## config.mk

```make
export PLATFORM = sky130hd
export DESIGN_NAME = rsc_top
export DESIGN_NICKNAME = d
export VERILOG_FILES = /design/src/shared/rsc_pkg.sv /design/src/logic/rsc_mcd.sv /design/src/logic/rsc_wdog.sv /design/src/logic/rsc_top.sv
export SDC_FILE = /design/constraint.sdc
export NUM_CORES = 1
export LEC_CHECK = 0
export BUFFER_PORTS_ARGS = -buffer_cell sky130_fd_sc_hd__buf_2
export CELL_PAD_IN_SITES_DETAIL_PLACEMENT = 1
export CELL_PAD_IN_SITES_GLOBAL_PLACEMENT = 2
export CORE_MARGIN = 5
export CORE_UTILIZATION = 33
export DETAILED_ROUTE_END_ITERATION = 10
export PLACE_DENSITY = 0.82
export RECOVER_POWER = 25
export SYNTH_ARGS = -nofsm -noshare
export SYNTH_HDL_FRONTEND = slang
export SYNTH_SLANG_ARGS = --single-unit
```

## constraint.sdc

```tcl
create_clock -name core_clk -period 2.5 [get_ports core_clk]
set_clock_uncertainty 0.1 [all_clocks]
set_input_delay 0.25 -clock core_clk [delete_from_list [all_inputs] [get_ports core_clk]]
set_output_delay 0.25 -clock core_clk [all_outputs]
set_load 0.05 [all_outputs]
```

## src/shared/rsc_pkg.sv

```systemverilog
/*
 * Constants shared by the reset source controller: register addresses,
 * bit positions, reset values and timing counts.
 * Assumes the system clock and core_clk are one and the same 125 MHz clock.
 */
package rsc_pkg;

    // Register addresses on the special-function register port
    localparam logic [7:0] SMC_ADDR        = 8'hFF;
    localparam logic [7:0] RCR_ADDR        = 8'hEF;

    // Supply monitor control fields
    localparam int         SMC_EN_BIT      = 7;
    localparam int         SMC_STAT_BIT    = 6;
    localparam int         SMC_LVL_BIT     = 5;
    localparam logic [4:0] SMC_UNUSED_VAL  = 5'h00;

    // Reset cause register fields
    localparam int         RCR_PIN_BIT     = 0;
    localparam int         RCR_POR_BIT     = 1;
    localparam int         RCR_CLKLOSS_BIT = 2;
    localparam int         RCR_WDOG_BIT    = 3;
    localparam int         RCR_SW_BIT      = 4;
    localparam int         RCR_CMP_BIT     = 5;
    localparam int         RCR_FERR_BIT    = 6;
    localparam int         NUM_CAUSES      = 7;

    // Reset values
    localparam logic [NUM_CAUSES-1:0] CAUSE_POR = 7'h02;
    localparam logic       MON_EN_POR      = 1'b1;
    localparam logic       VDD_SEL_POR     = 1'b1;
    localparam logic       LVL_RST         = 1'b0;
    localparam logic       CLKLOSS_EN_RST  = 1'b0;
    localparam logic       CMP_EN_RST      = 1'b0;

    // Timing
    localparam int         CLK_PERIOD_PS   = 8000;
    localparam int         RESET_HOLD_NS   = 80;
    localparam int         RESET_HOLD_CYCLES =
        (RESET_HOLD_NS * 1000 + CLK_PERIOD_PS - 1) / CLK_PERIOD_PS;
    localparam int         CLKLOSS_TIMEOUT_NS = 100000;
    localparam int         CLKLOSS_TIMEOUT_CYCLES =
        (CLKLOSS_TIMEOUT_NS * 1000 + CLK_PERIOD_PS - 1) / CLK_PERIOD_PS;
    localparam int         WDOG_PRESCALE   = 12;
    localparam int         WDOG_TICKS      = 256;

    typedef enum logic {ST_HOLD, ST_RUN} rsc_state_t;

endpackage : rsc_pkg

```

## src/logic/rsc_mcd.sv

```systemverilog
/*
 * Missing clock detector: a retriggerable one-shot fed by the sampled
 * system clock level. Assumes clk_level is synchronous to core_clk.
 */
`timescale 1ns/1ps
module rsc_clkloss #(
    parameter int TIMEOUT_CYCLES = rsc_pkg::CLKLOSS_TIMEOUT_CYCLES
) (
    input  wire logic core_clk,
    input  wire logic rst_b,
    input  wire logic enable,
    input  wire logic clk_level,
    output logic      timeout
);
    import rsc_pkg::*;

    localparam int CW = $clog2(TIMEOUT_CYCLES + 1);
    localparam logic [CW-1:0] LIMIT = CW'(TIMEOUT_CYCLES);

    logic          level_reg;
    logic [CW-1:0] stall_reg;
    logic          timeout_reg;
    wire           edge_seen = clk_level != level_reg;
    wire           expired   = enable && !edge_seen && (stall_reg == LIMIT);

    always_ff @(posedge core_clk or negedge rst_b)
    begin
        if (!rst_b)
            level_reg <= 1'b0;
        else
            level_reg <= clk_level;
    end

    // Every edge of the watched clock retriggers the one-shot
    always_ff @(posedge core_clk or negedge rst_b)
    begin
        if (!rst_b)
            stall_reg <= '0;
        else if (!enable || edge_seen || expired)
            stall_reg <= '0;
        else
            stall_reg <= stall_reg + CW'(1);
    end

    always_ff @(posedge core_clk or negedge rst_b)
    begin
        if (!rst_b)
            timeout_reg <= 1'b0;
        else
            timeout_reg <= expired;
    end

    assign timeout = timeout_reg;

endmodule : rsc_clkloss

```

## src/logic/rsc_wdog.sv

```systemverilog
/*
 * Watchdog: prescaler of system clock by twelve and an expiry counter.
 * Assumes restart is held high for the whole system reset.
 */
`timescale 1ns/1ps
module rsc_wdog #(
    parameter int TICKS = rsc_pkg::WDOG_TICKS
) (
    input  wire logic core_clk,
    input  wire logic rst_b,
    input  wire logic restart,
    input  wire logic service,
    input  wire logic disable_req,
    output logic      enabled,
    output logic      expire
);
    import rsc_pkg::*;

    localparam int PW = $clog2(WDOG_PRESCALE);
    localparam int TW = $clog2(TICKS + 1);
    localparam logic [PW-1:0] PRE_LAST  = PW'(WDOG_PRESCALE - 1);
    localparam logic [TW-1:0] TICK_LAST = TW'(TICKS - 1);

    logic          en_reg;
    logic [PW-1:0] pre_reg;
    logic [TW-1:0] tick_reg;
    logic          expire_reg;
    wire           tick = en_reg && (pre_reg == PRE_LAST);
    wire           over = tick && (tick_reg == TICK_LAST) && !service;

    always_ff @(posedge core_clk or negedge rst_b)
    begin
        if (!rst_b)
            en_reg <= 1'b1;
        else if (restart)
            en_reg <= 1'b1;
        else if (disable_req)
            en_reg <= 1'b0;
    end

    always_ff @(posedge core_clk or negedge rst_b)
    begin
        if (!rst_b)
            pre_reg <= '0;
        else if (restart || !en_reg || pre_reg == PRE_LAST)
            pre_reg <= '0;
        else
            pre_reg <= pre_reg + PW'(1);
    end

    always_ff @(posedge core_clk or negedge rst_b)
    begin
        if (!rst_b)
            tick_reg <= '0;
        else if (restart || !en_reg || service || over)
            tick_reg <= '0;
        else if (tick)
            tick_reg <= tick_reg + TW'(1);
    end

    always_ff @(posedge core_clk or negedge rst_b)
    begin
        if (!rst_b)
            expire_reg <= 1'b0;
        else
            expire_reg <= over && !restart;
    end

    assign enabled = en_reg;
    assign expire  = expire_reg;

endmodule : rsc_wdog

```

## src/logic/rsc_top.sv

```systemverilog
/*
 * Reset source controller: supply monitor control, reset cause register,
 * source combining, reset hold and reset pin drive.
 * Assumes all inputs are synchronous to core_clk and rst_b is power-on.
 */
`timescale 1ns/1ps
// Summary of operation
// - Monitor enable at bit 7; monitor resets only when also selected.
// - Bit 6 reads live monitor output, 1 above threshold.
// - Bit 5 picks threshold, 0 low, 1 high; resets to 0.
// - Monitor register bits 4:0 read zero, writes ignored.
// - Low reset pin resets the device; pin flag bit 0 set on exit.
// - Missing clock one-shot expires on a stuck clock and resets.
// - Cause bit 2 reads missing-clock flag; written value enables detector.
// - Internal resets other than power-on and the supply monitor leave the reset pin undriven.
// - Cause bit 5 write 1 enables comparator reset when output low.
// - Cause bit 5 reads 1 only after a comparator reset.
// - Watchdog enabled, clocked by system clock over twelve, after any reset.
// - Watchdog expiry resets device and sets watchdog flag.
// - Illegal flash access or security refusal resets device.
// - Flash access resets unless monitor high, enabled and selected.
// - Flash error reset sets flag at bit 6.
// - Writing 1 to bit 4 forces reset; bit reads 1 afterwards.
// - Power-on and supply monitor resets set bit 1; other resets clear it.
// - Watchdog flag at bit 3, read only.
// - Power-on enables monitor; other resets keep its enable.
// - Writing bit 1 selects monitor as reset source.
module rsc_top #(
    parameter int CLKLOSS_TIMEOUT = rsc_pkg::CLKLOSS_TIMEOUT_CYCLES,
    parameter int WDOG_TICKS      = rsc_pkg::WDOG_TICKS
) (
    input  wire logic       core_clk,
    input  wire logic       rst_b,
    input  wire logic [7:0] sfr_addr,
    input  wire logic       sfr_wr,
    input  wire logic [7:0] sfr_wdata,
    output logic      [7:0] sfr_rdata,
    input  wire logic       rst_pin_in,
    output logic            rst_pin_out,
    output logic            rst_pin_oe,
    input  wire logic       supply_above_threshold,
    output logic            supply_monitor_enable,
    output logic            monitor_threshold_select,
    input  wire logic       comparator_out,
    input  wire logic       system_clock_level,
    input  wire logic       wdog_service,
    input  wire logic       wdog_disable,
    output logic            watchdog_enabled,
    input  wire logic       flash_access,
    input  wire logic       flash_illegal,
    output logic            sys_reset
);
    import rsc_pkg::*;

    localparam int HW = $clog2(RESET_HOLD_CYCLES + 1);
    localparam logic [HW-1:0] HOLD_LOAD = HW'(RESET_HOLD_CYCLES);

    function automatic logic addr_hit(input logic [7:0] a, input logic [7:0] reg_addr);
        addr_hit = (a == reg_addr);
    endfunction : addr_hit

    // Lowest index wins: pin, supply, clock, watchdog, software, comparator, flash
    function automatic logic [NUM_CAUSES-1:0] pick_first(input logic [NUM_CAUSES-1:0] r);
        logic [NUM_CAUSES-1:0] one;
        one = '0;
        for (int i = NUM_CAUSES - 1; i >= 0; i--)
        begin
            if (r[i])
                one = NUM_CAUSES'(1) << i;
        end
        pick_first = one;
    endfunction : pick_first

    rsc_state_t              state_reg;
    rsc_state_t              state_next;
    logic [HW-1:0]           hold_cnt_reg;
    logic [HW-1:0]           hold_cnt_next;
    logic [NUM_CAUSES-1:0]   cause_reg;
    logic [NUM_CAUSES-1:0]   cause_next;
    logic [NUM_CAUSES-1:0]   flags_reg;
    logic [NUM_CAUSES-1:0]   flags_next;
    logic                    mon_en_reg;
    logic                    lvl_reg;
    logic                    vdd_sel_reg;
    logic                    clkloss_en_reg;
    logic                    cmp_en_reg;
    logic                    pin_oe_reg;
    logic                    pin_out_reg;
    logic                    sys_reset_reg;
    logic [7:0]              rdata_reg;
    logic                    clkloss_timeout;
    logic                    wdog_expire;
    logic                    wdog_en;

    wire running   = (state_reg == ST_RUN);
    wire in_hold   = (state_reg == ST_HOLD);
    wire sel_smc   = addr_hit(sfr_addr, SMC_ADDR);
    wire sel_rcr   = addr_hit(sfr_addr, RCR_ADDR);
    wire wr_smc    = running && sfr_wr && sel_smc;
    wire wr_rcr    = running && sfr_wr && sel_rcr;

    // Our own drive on the pin must not read back as an external reset
    wire req_pin   = !rst_pin_in && !pin_oe_reg;
    wire req_vdd   = mon_en_reg && vdd_sel_reg && !supply_above_threshold;
    wire req_clkloss = running && clkloss_timeout;
    wire req_wdog  = running && wdog_expire;
    wire req_sw    = wr_rcr && sfr_wdata[RCR_SW_BIT];
    wire req_cmp   = running && cmp_en_reg && !comparator_out;
    wire flash_ok  = mon_en_reg && lvl_reg && vdd_sel_reg;
    wire req_ferr  = running && (flash_illegal || (flash_access && !flash_ok));

    wire [NUM_CAUSES-1:0] req_vec;
    assign req_vec[RCR_PIN_BIT]  = req_pin;
    assign req_vec[RCR_POR_BIT]  = req_vdd;
    assign req_vec[RCR_CLKLOSS_BIT] = req_clkloss;
    assign req_vec[RCR_WDOG_BIT] = req_wdog;
    assign req_vec[RCR_SW_BIT]   = req_sw;
    assign req_vec[RCR_CMP_BIT]  = req_cmp;
    assign req_vec[RCR_FERR_BIT] = req_ferr;

    wire                  any_req    = |req_vec;
    wire [NUM_CAUSES-1:0] first_req  = pick_first(req_vec);
    // Level sources keep the device in reset past the minimum hold
    wire                  hold_level = req_pin || req_vdd;
    wire                  enter      = running && any_req;
    wire                  leave      = in_hold && (hold_cnt_reg == '0) && !hold_level;

    wire [7:0] smc_read = {mon_en_reg, supply_above_threshold, lvl_reg, SMC_UNUSED_VAL};
    wire [7:0] rcr_read = {1'b0, flags_reg};
    wire [7:0] rd_mux   = sel_smc ? smc_read : (sel_rcr ? rcr_read : 8'h00);

    always_comb
    begin
        state_next    = state_reg;
        hold_cnt_next = hold_cnt_reg;
        cause_next    = cause_reg;
        flags_next    = flags_reg;
        case (state_reg)
            ST_RUN:
            begin
                if (enter)
                begin
                    state_next    = ST_HOLD;
                    hold_cnt_next = HOLD_LOAD;
                    cause_next    = first_req;
                end
            end
            ST_HOLD:
            begin
                if (hold_cnt_reg != '0)
                    hold_cnt_next = hold_cnt_reg - HW'(1);
                if (leave)
                begin
                    state_next = ST_RUN;
                    flags_next = cause_reg;
                end
            end
            default:
            begin
                state_next = ST_HOLD;
                hold_cnt_next = HOLD_LOAD;
            end
        endcase
    end

    always_ff @(posedge core_clk or negedge rst_b)
    begin
        if (!rst_b)
        begin
            state_reg    <= ST_HOLD;
            hold_cnt_reg <= HOLD_LOAD;
            cause_reg    <= CAUSE_POR;
            flags_reg    <= '0;
        end
        else
        begin
            state_reg    <= state_next;
            hold_cnt_reg <= hold_cnt_next;
            cause_reg    <= cause_next;
            flags_reg    <= flags_next;
        end
    end

    always_ff @(posedge core_clk or negedge rst_b)
    begin
        if (!rst_b)
            sys_reset_reg <= 1'b1;
        else
            sys_reset_reg <= (state_next == ST_HOLD);
    end

    // Pin driven low only for power-on and supply monitor resets
    always_ff @(posedge core_clk or negedge rst_b)
    begin
        if (!rst_b)
            pin_oe_reg <= 1'b1;
        else
            pin_oe_reg <= (state_next == ST_HOLD) && cause_next[RCR_POR_BIT];
    end

    always_ff @(posedge core_clk or negedge rst_b)
    begin
        if (!rst_b)
            pin_out_reg <= 1'b0;
        else
            pin_out_reg <= 1'b0;
    end

    // Monitor enable survives every reset but power-on
    always_ff @(posedge core_clk or negedge rst_b)
    begin
        if (!rst_b)
            mon_en_reg <= MON_EN_POR;
        else if (wr_smc)
            mon_en_reg <= sfr_wdata[SMC_EN_BIT];
    end

    always_ff @(posedge core_clk or negedge rst_b)
    begin
        if (!rst_b)
            lvl_reg <= LVL_RST;
        else if (enter)
            lvl_reg <= LVL_RST;
        else if (wr_smc)
            lvl_reg <= sfr_wdata[SMC_LVL_BIT];
    end

    // Selection kept across non power-on resets, like the enable
    always_ff @(posedge core_clk or negedge rst_b)
    begin
        if (!rst_b)
            vdd_sel_reg <= VDD_SEL_POR;
        else if (wr_rcr)
            vdd_sel_reg <= sfr_wdata[RCR_POR_BIT];
    end

    always_ff @(posedge core_clk or negedge rst_b)
    begin
        if (!rst_b)
            clkloss_en_reg <= CLKLOSS_EN_RST;
        else if (enter)
            clkloss_en_reg <= CLKLOSS_EN_RST;
        else if (wr_rcr)
            clkloss_en_reg <= sfr_wdata[RCR_CLKLOSS_BIT];
    end

    always_ff @(posedge core_clk or negedge rst_b)
    begin
        if (!rst_b)
            cmp_en_reg <= CMP_EN_RST;
        else if (enter)
            cmp_en_reg <= CMP_EN_RST;
        else if (wr_rcr)
            cmp_en_reg <= sfr_wdata[RCR_CMP_BIT];
    end

    // Read data lags the address by one cycle
    always_ff @(posedge core_clk or negedge rst_b)
    begin
        if (!rst_b)
            rdata_reg <= 8'h00;
        else
            rdata_reg <= rd_mux;
    end

    rsc_clkloss #(
        .TIMEOUT_CYCLES (CLKLOSS_TIMEOUT)
    ) u_clkloss (
        .core_clk  (core_clk),
        .rst_b     (rst_b),
        .enable    (clkloss_en_reg && running),
        .clk_level (system_clock_level),
        .timeout   (clkloss_timeout)
    );

    rsc_wdog #(
        .TICKS (WDOG_TICKS)
    ) u_wdog (
        .core_clk    (core_clk),
        .rst_b       (rst_b),
        .restart     (in_hold),
        .service     (wdog_service),
        .disable_req (wdog_disable),
        .enabled     (wdog_en),
        .expire      (wdog_expire)
    );

    assign sfr_rdata                = rdata_reg;
    assign rst_pin_out              = pin_out_reg;
    assign rst_pin_oe               = pin_oe_reg;
    assign supply_monitor_enable    = mon_en_reg;
    assign monitor_threshold_select = lvl_reg;
    assign watchdog_enabled         = wdog_en;
    assign sys_reset                = sys_reset_reg;

endmodule : rsc_top

```

# [Yosys cells after proc, flatten, opt, wreduce, memory -nomap -nowiden]
# Cells that the tools add are included.
# Widths: inputs -> output; s select.
[word_totals] register_bits=65 in_bits=27 out_inout_bits=14
[op_classes] addsub=4 eq_ne=9 n_mux=29 n_bitwise=2 reduce_logical=53
[ops] cell="$mux 7" count=8
[ops] cell="$logic_and 1x1->1" count=26
[ops] cell="$mux 9" count=2
[ops] cell="$eq 8x8->1 const B" count=2
[ops] cell="$add 14x1->14 const B" count=1
[ops] cell="$eq 14x14->1 const B" count=1
[ops] cell="$mux 14" count=1
[ops] cell="$mux 4" count=3
[ops] cell="$logic_not 1->1" count=10
[ops] cell="$mux 1" count=10
[ops] cell="$add 9x1->9 const B" count=1
[ops] cell="$eq 9x8->1 const B" count=1
[ops] cell="$logic_or 1x1->1" count=8
[ops] cell="$mux 8" count=1
[ops] cell="$pmux 4 s2" count=1
[ops] cell="$reduce_or 7->1" count=1
[ops] cell="$reduce_and 2->1" count=3
[ops] cell="$reduce_bool 2->1" count=3
[ops] cell="$add 4x1->4 const B" count=1
[ops] cell="$eq 4x4->1 const B" count=1
[ops] cell="$logic_not 4->1" count=1
[ops] cell="$mux 2" count=2
[ops] cell="$ne 2x1->1 const B" count=2
[ops] cell="$reduce_bool 4->1" count=1
[ops] cell="other kinds (5)" count=6

# [Depth between registers and ports, before layout]
# Gate-level depths: netlist of the first run.
[depth] ltp_word=16 depth_mapped=9 mapped_depth_nobuf=8

# [By module]
# From an unflattened synthesis of the first run, not the netlist that was laid out.
[unflattened] hier_cells=295 area_unflattened_um2=3246.9
[modules_own_cells] mod="rsc_top" instances=1 cells_each=135 area_each_um2=1644.1
[modules_own_cells] mod="rsc_wdog" instances=1 cells_each=82 area_each_um2=808.3
[modules_own_cells] mod="rsc_clkloss" instances=1 cells_each=78 area_each_um2=794.5

# [Worst setup path after synthesis of the first run]
# Ideal clock, no wire load.
[synth_path] kind="register to register" start="register u_wdog.tick_reg[0]" end="register u_wdog.tick_reg[2]" arrival_ps=2258 t_required_ps=2322 slack_ps=64 path_stages_with_launch=9 n_path_buf=1 synth_period_minus_slack_ps=2436 cell_sequence="dfrtp_1 > ha_1 > and3_1 > and3_1 > and3_1 > ha_1 > clkbuf_1 > or4b_2 > a21oi_1"
[synth_via] elab_chain_len=5 elab_cells_between_ends=8
[synth_rtl] element="start, declared" line="rsc_wdog.sv:26" source="logic [TW-1:0] tick_reg;"
[synth_rtl] element="start signal, assigned" line="rsc_wdog.sv:58" source="tick_reg <= tick_reg + TW'(1);"
[synth_rtl] element="branches (longest 5 deep; another with $add 9x1->9)"
# Several ways; the timed one is not identified. The select of a mux whose other input is x is not followed.
# A chain may end at the register's enable or synchronous reset.

# [Final worst setup path of the first run]
# Ends and elaborated chain as after synthesis.

==> results of run 1 <==
==> logic make-up after synthesis <==
logic type	synth area share
adders and majority gates	0.0248
DFF	0.540
xor gates and xnor gates	0.0491
buffers and inverters	0.0343
other	0.00124
and+or+nand+nor	0.206
AOI/OAI and AO/OA	0.0916
muxes	0.0532
==> cell usage in the layout, fill, tap and decap left out, types with 10 or more instances in the layout <==
| cell type | count |
|---|---|
| buf_2 | 34 |
| nand3_1 | 15 |
| dfrtp_1 | 57 |
| inv_1 | 11 |
| a21oi_1 | 13 |
| clkbuf_8 | 10 |
| nor2_1 | 38 |
| xor2_1 | 10 |
==> what timing repair did <==
action / in CTS / in global routing
endpoints found under the hold margin: 59 / 0
setup endpoints to repair: 1 / 2
hold buffers: 3 / 0
resized for setup: 1 / 1
buffers inserted: 0 / 1
pin swaps: 0 / 0
==> power groups by stage <==
| stage | Clock, mW | Sequential [mW] | Combinational (mW) |
|---|---|---|---|
| after detailed placement | 0 | 1.27 | 0.481 |
| after global routing | 1.31 | 1.27 | 0.536 |
| after global placement | 0 | 1.27 | 0.460 |
| after floorplan | 0 | 1.29 | 0.322 |
| after CTS | 1.26 | 1.26 | 0.487 |
| final | 1.23 | 1.26 | 0.476 |
==> stage by stage <==
step	worst slack, ns	std cells	hold WS [ns]
after global placement	0.101	425	0.199
after global routing	0.0170	445	0.0313
after CTS	0.0439	444	0.0256
after detailed placement	0.0462	425	0.202
final	0.0910	445	0.0416
after floorplan	0.0639	283	-0.146
==> worst max-delay path by stage <==
stage,from,to,slack (ns),depth (start not counted)
2_1_floorplan,u_wdog.tick_reg[0],u_wdog.tick_reg[2],0.06,8
3_3_place_gp,u_wdog.tick_reg[0],u_wdog.tick_reg[4],0.10,7
3_5_place_dp,u_wdog.tick_reg[0],u_wdog.tick_reg[2],0.05,7
4_1_cts,u_wdog.tick_reg[0],u_wdog.tick_reg[2],0.04,7
5_1_grt,u_wdog.tick_reg[0],u_wdog.tick_reg[2],0.02,7
6_report,u_wdog.tick_reg[0],u_wdog.tick_reg[2],0.09,7
==> critical path, delay by kind of cell, from the launching register on <==
family | cells | cell delay, ns
fa+ha+maj | 2 | 0.45
compound gates | 1 | 0.15
flops | 1 | 0.41
simple gates | 4 | 1.22
==> routing by layer <==
metal,track usage,vias up,part of all wire
met3,0.0361,10,0.033
met1,0.155,1175,0.42
met5,0,-,0
met4,0.0444,0,0.014
met2,0.227,26,0.53
li1,-,1087,-
==> area by class of cell <==
cell class	instances	area share
Sequential cell	65	0.447
Clock buffer	10	0.0376
Multi-Input combinational cell	194	0.355
Clock inverter	6	0.0376
Timing Repair Buffer	48	0.0735
Tap cell	111	0.0379
Inverter	11	0.0113
==> reports/qor.txt, run 1 <==
Hpwl dp: 4920 um
Worst Tran Pin Value: 1.56 ns
Hold path cells: 2
Largest net degree at the start of global routing: 36
Switching Fraction: 0.267
Worst-Skew Late Latency: 0.35 ns
Syn Inst Count: 283
Die ar.: 11200 sq um
Post-route design area: 3660 sq um
Most frequent cell after synthesis: dfrtp_1
Vias per cell: 5.16
Leakage dissipation: 1.62 nW
Clk pin slew, worst setup/hold paths: 0.08 ns
Placed Area: 3350 sq um
Mapped Nets: 316
Avg WL per Cell: 15.6 um
Number of global-route vias before repair: 2492
Initial antenna violation count: 0
Avg Inst Size Synth: 10.7 sq um
Worst R2R Path Depth: 7
Max frequency: 415 MHz
CTS tree: built
Cell Area, Synth: 3030 sq um
Power, Total: 2.96 mW
Net Sw Power: 0.792 mW
Fin crit share: 0.964
Clock sinks: 65
Total Wirelength: 6920 um
PD cells: 810 nW/um^2
Crit path cell chain: ha_1 -> and3_4 -> and3_1 -> and3_1 -> ha_2 -> or4b_2 -> a21oi_1
Clk root buf: clkbuf_8
Area Growth Syn to Fin: 20.7%
Post-layout min period: 2.41 ns
IO Pins: 41
CP arrival: 2.58 ns
Routed Antenna Nets: 0
Critical Path Source Type: flop
Area contributors post-synth: dfrtp_1 47%, dfstp_2 6.9%, nor2_1 4.7%
Final setup TNS: 0 ns
Core area: 9110 sq um
Global route overflow: 0
Final core occ: 0.402
Status: finished, violations left
Netlist cell types: 53
Initial Utilization: 0.333
Synth cell count leaders: 57 x dfrtp_1, 38 x nor2_1, 15 x nand3_1
Routability cong.: 0.776
Failing checks: capacitance limit, slew limit
Num CTS Buffers: 9
Nets: 362
DR vias: 2298
R2R setup slack: 0.09 ns
CP peak stage delay: 0.64 ns
Tot GR Track Use: 0.130
Post-synth top area share: 0.470
# port buffers: 36
Final hold vios: 0
CP max-delay cell: or4b_2
Synth Flop Type: dfrtp_1
Hold Crit Start: sfr_wdata[7]
EDFF count, synth: 0
Max-cap violations: 1
Max FO, Critical Path: 6
Asr flop ratio synth: 1.00
Multi-input gate area in the final layout: 1300 sq um
Worst vdd ir: 0.396 mV
Final Max Tran Viols: 31
Share of cells above drive strength 1: 0.254
Slew headroom: -0.0409
RSZ-0062 raised after global routing: no
Final setup fails: 0
CTS Buffer Depth: 2
Die width: 106 um
Hold Path Class: in2reg
Sequential share of power: 0.424
Area leader, netlist: dfrtp_1
Max FFs per register: 14
Flops & latches, synth: 65
Fill cells: 1036
Critical path class: reg2reg
Sequential element share of the synthesized area: 0.540
# rows: 35
Hold worst-path end: supply_monitor_enable
N_diodes: 0
H-tree Lvls: 3
Die span in y: 106 um
Worst EP required: 2.67 ns
CP endpoint kind: flop
First-pass GRT wire length: 11700 um
Logic pwr share: 0.161
Initial DRC count: 63
Critical R2R Capture: u_wdog.tick_reg[2]
Register area: 1640 sq um
RR Startpoint: u_wdog.tick_reg[0]
Pint: 2.17 mW
DRC viols: 0
Ys Warns: 0
First-pass iteration count of the detailed router: 4
Clock network power share: 0.415
Cell mode on critical path: and3_1
(Power assumes the default switching activity.)
==> inputs of run 2 (changes only) <==
--- a/config.mk
+++ b/config.mk
@@ -7,9 +7,9 @@
 export LEC_CHECK = 0
 export BUFFER_PORTS_ARGS = -buffer_cell sky130_fd_sc_hd__buf_2
 export CELL_PAD_IN_SITES_DETAIL_PLACEMENT = 1
-export CELL_PAD_IN_SITES_GLOBAL_PLACEMENT = 2
+export CELL_PAD_IN_SITES_GLOBAL_PLACEMENT = 1
 export CORE_MARGIN = 5
-export CORE_UTILIZATION = 33
+export CORE_UTILIZATION = 40
 export DETAILED_ROUTE_END_ITERATION = 10
 export PLACE_DENSITY = 0.82
 export RECOVER_POWER = 25
==> run 2 against run 1 <==
Critical path depth did not move. Critical endpoint unchanged. Combinational power grew 2%. First-iteration DRC count down 27%. Setup slack better by 0.042 ns. Sequential share of layout area increased by 1.0 points. The flow now finishes without violations. Global-route usage rose by 2.8 points.
==> reports/qor.txt, run 2 (synthesis gave the netlist of run 1 again) <==
Clock sinks: 65 (unchanged)
DP Cell Count: 413 (was 425)
Routability cong.: 0.779 (was 0.776)
Largest net degree at the start of global routing: 31 (was 36)
Critical Path Source Type: flop (unchanged)
Tot GR Track Use: 0.158 (was 0.130)
CP arrival: 2.54 ns (was 2.58 ns)
# rows: 31 (was 35)
Status: finished, final reports clean (was finished, violations left)
N_diodes: 0 (unchanged)
Clk root buf: clkbuf_8 (unchanged)
Power, Total: 2.65 mW (was 2.96 mW)
Critical R2R Capture: u_wdog.tick_reg[2] (unchanged)
Hold path cells: 2 (unchanged)
Die ar.: 9420 sq um (was 11200 sq um)
R2R setup slack: 0.13 ns (was 0.09 ns)
Cell mode on critical path: and3_1 (unchanged)
Most frequent cells in the layout: 57 x dfrtp_1, 38 x nor2_1, 34 x buf_2, 15 x nand3_1, 13 x a21oi_1 (unchanged)
Number of global-route vias before repair: 2499 (was 2492)
IO Pins: 41 (unchanged)
Register area: 1640 sq um (unchanged)
Total Wirelength: 6970 um (was 6920 um)
Commonest non-fill, non-tap cell in the layout: dfrtp_1 (unchanged)
CTS tree: built (unchanged)
Worst R2R Path Depth: 7 (unchanged)
Max-cap violations: 0 (was 1)
Final setup fails: 0 (unchanged)
Hold worst-path end: supply_monitor_enable (unchanged)
Share of cells above drive strength 1: 0.254 (unchanged)
Die width: 97.1 um (was 106 um)
Final Max Tran Viols: 0 (was 31)
Max frequency: 423 MHz (was 415 MHz)
Slew headroom: 0.329 (was -0.0409)
Hold Path Class: in2reg (unchanged)
Hold WS: 0.0458 ns (was 0.0416 ns)
H-tree Lvls: 3 (unchanged)
First-pass GRT wire length: 12000 um (was 11700 um)
Die span in y: 97.1 um (was 106 um)
Hpwl dp: 5020 um (was 4920 um)
Hold Crit Start: sfr_wdata[7] (unchanged)
Max FO, Critical Path: 6 (unchanged)
Fin crit share: 0.947 (was 0.964)
RSZ-0062 raised after global routing: no (unchanged)
Core area: 7330 sq um (was 9110 sq um)
Global route overflow: 0 (unchanged)
Post-layout min period: 2.37 ns (was 2.41 ns)
Nets: 362 (unchanged)
Setup WS post-layout: 0.133 ns (was 0.0910 ns)
Leakage dissipation: 1.59 nW (was 1.62 nW)
Initial DRC count: 46 (was 63)
CP endpoint kind: flop (unchanged)
Placed Area: 3350 sq um (about the same)
Clk pin slew, worst setup/hold paths: 0.08 ns (about the same)
Post-route design area: 3580 sq um (was 3660 sq um)
CTS Buffer Depth: 2 (unchanged)
Post-route non-filler standard cell count: 433 (was 445)
DRC viols: 0 (unchanged)
Setup WS pre-CTS: 0.0418 ns (was 0.0462 ns)
Num CTS Buffers: 9 (unchanged)
Worst path top cell family by delay: simple AND/OR/NAND/NOR gates (unchanged)
Worst-Skew Late Latency: 0.35 ns (about the same)
Multi-input gate area in the final layout: 1300 sq um (unchanged)
Worst Tran Pin Value: 1.01 ns (was 1.56 ns)
Vias per cell: 5.29 (was 5.16)
Worst EP required: 2.67 ns (about the same)
Avg WL per Cell: 16.1 um (was 15.6 um)
Final hold vios: 0 (unchanged)
First-pass iteration count of the detailed router: 4 (unchanged)
Final setup TNS: 0 ns (unchanged)
RR Startpoint: u_wdog.tick_reg[1] (was u_wdog.tick_reg[0])
Final core occ: 0.488 (was 0.402)
DR vias: 2291 (was 2298)
Fill cells: 817 (was 1036)
Worst vdd ir: 0.378 mV (was 0.396 mV)
CP max-delay cell: or4b_2 (unchanged)
Crit path cell chain: ha_1 -> and3_4 -> and3_1 -> and3_1 -> ha_2 -> or4b_2 -> a21oi_1 (unchanged)
Area Growth Syn to Fin: 18.0% (was 20.7%)
PD cells: 740 nW/um^2 (was 810 nW/um^2)
# port buffers: 36 (unchanged)
Initial antenna violation count: 0 (unchanged)
Initial Utilization: 0.414 (was 0.333)
CP peak stage delay: 0.64 ns (about the same)
CP Buf/Inv Count: 0 (unchanged)
Critical path class: reg2reg (unchanged)
Routed Antenna Nets: 0 (unchanged)
Max FFs per register: 14 (unchanged)
## run 2: cell types whose count changed in the layout (fill, tap and decap cells not counted), sizes merged
cell / change
clkinvlp: +2
bufinv: -3
clkinv: +2
inv: -1
clkbuf: -1
buf: +1
## run 2: repair_timing
action,CTS,global route
endpoints found under the hold margin,14,0
hold buffers,3,0
gates resized for setup,0,2
setup endpoints to repair,0,2
buffers inserted,0,1
## run 2: power by group
group | internal [mW] | switching (mW)
Clock | 0.489 | 0.417
Combinational | 0.201 | 0.283
Sequential | 1.18 | 0.0808
Total | 1.87 | 0.781
## run 2: how the worst max path moves through the flow
| stage | startpoint | endpoint | slack [ns] | cells past startpoint |
|---|---|---|---|---|
| 2_1_floorplan | u_wdog.tick_reg[0] | u_wdog.tick_reg[2] | 0.06 | 8 |
| 3_3_place_gp | u_wdog.tick_reg[0] | u_wdog.tick_reg[4] | 0.10 | 7 |
| 3_5_place_dp | u_wdog.tick_reg[0] | u_wdog.tick_reg[4] | 0.04 | 7 |
| 4_1_cts | u_wdog.tick_reg[0] | u_wdog.tick_reg[4] | 0.01 | 7 |
| 5_1_grt | u_wdog.tick_reg[1] | u_wdog.tick_reg[2] | 0.04 | 7 |
| 6_report | u_wdog.tick_reg[1] | u_wdog.tick_reg[2] | 0.13 | 7 |
## run 2: final cells by class
cell class / instances / share of cell area
multi-input cells: 194 / 0.363
clock buffers: 10 / 0.0385
inverters: 11 / 0.0115
clock inverters: 6 / 0.0189
flip-flops and latches: 65 / 0.457
well taps: 99 / 0.0346
repair buffers: 48 / 0.0762
## run 2: routing by layer
layer / GRT usage / vias up / share of wire
li1: - / 1084 / -
met1: 0.185 / 1155 / 0.42
met2: 0.266 / 35 / 0.52
met3: 0.0503 / 17 / 0.036
met4: 0.0702 / 0 / 0.031
met5: 0 / - / 0
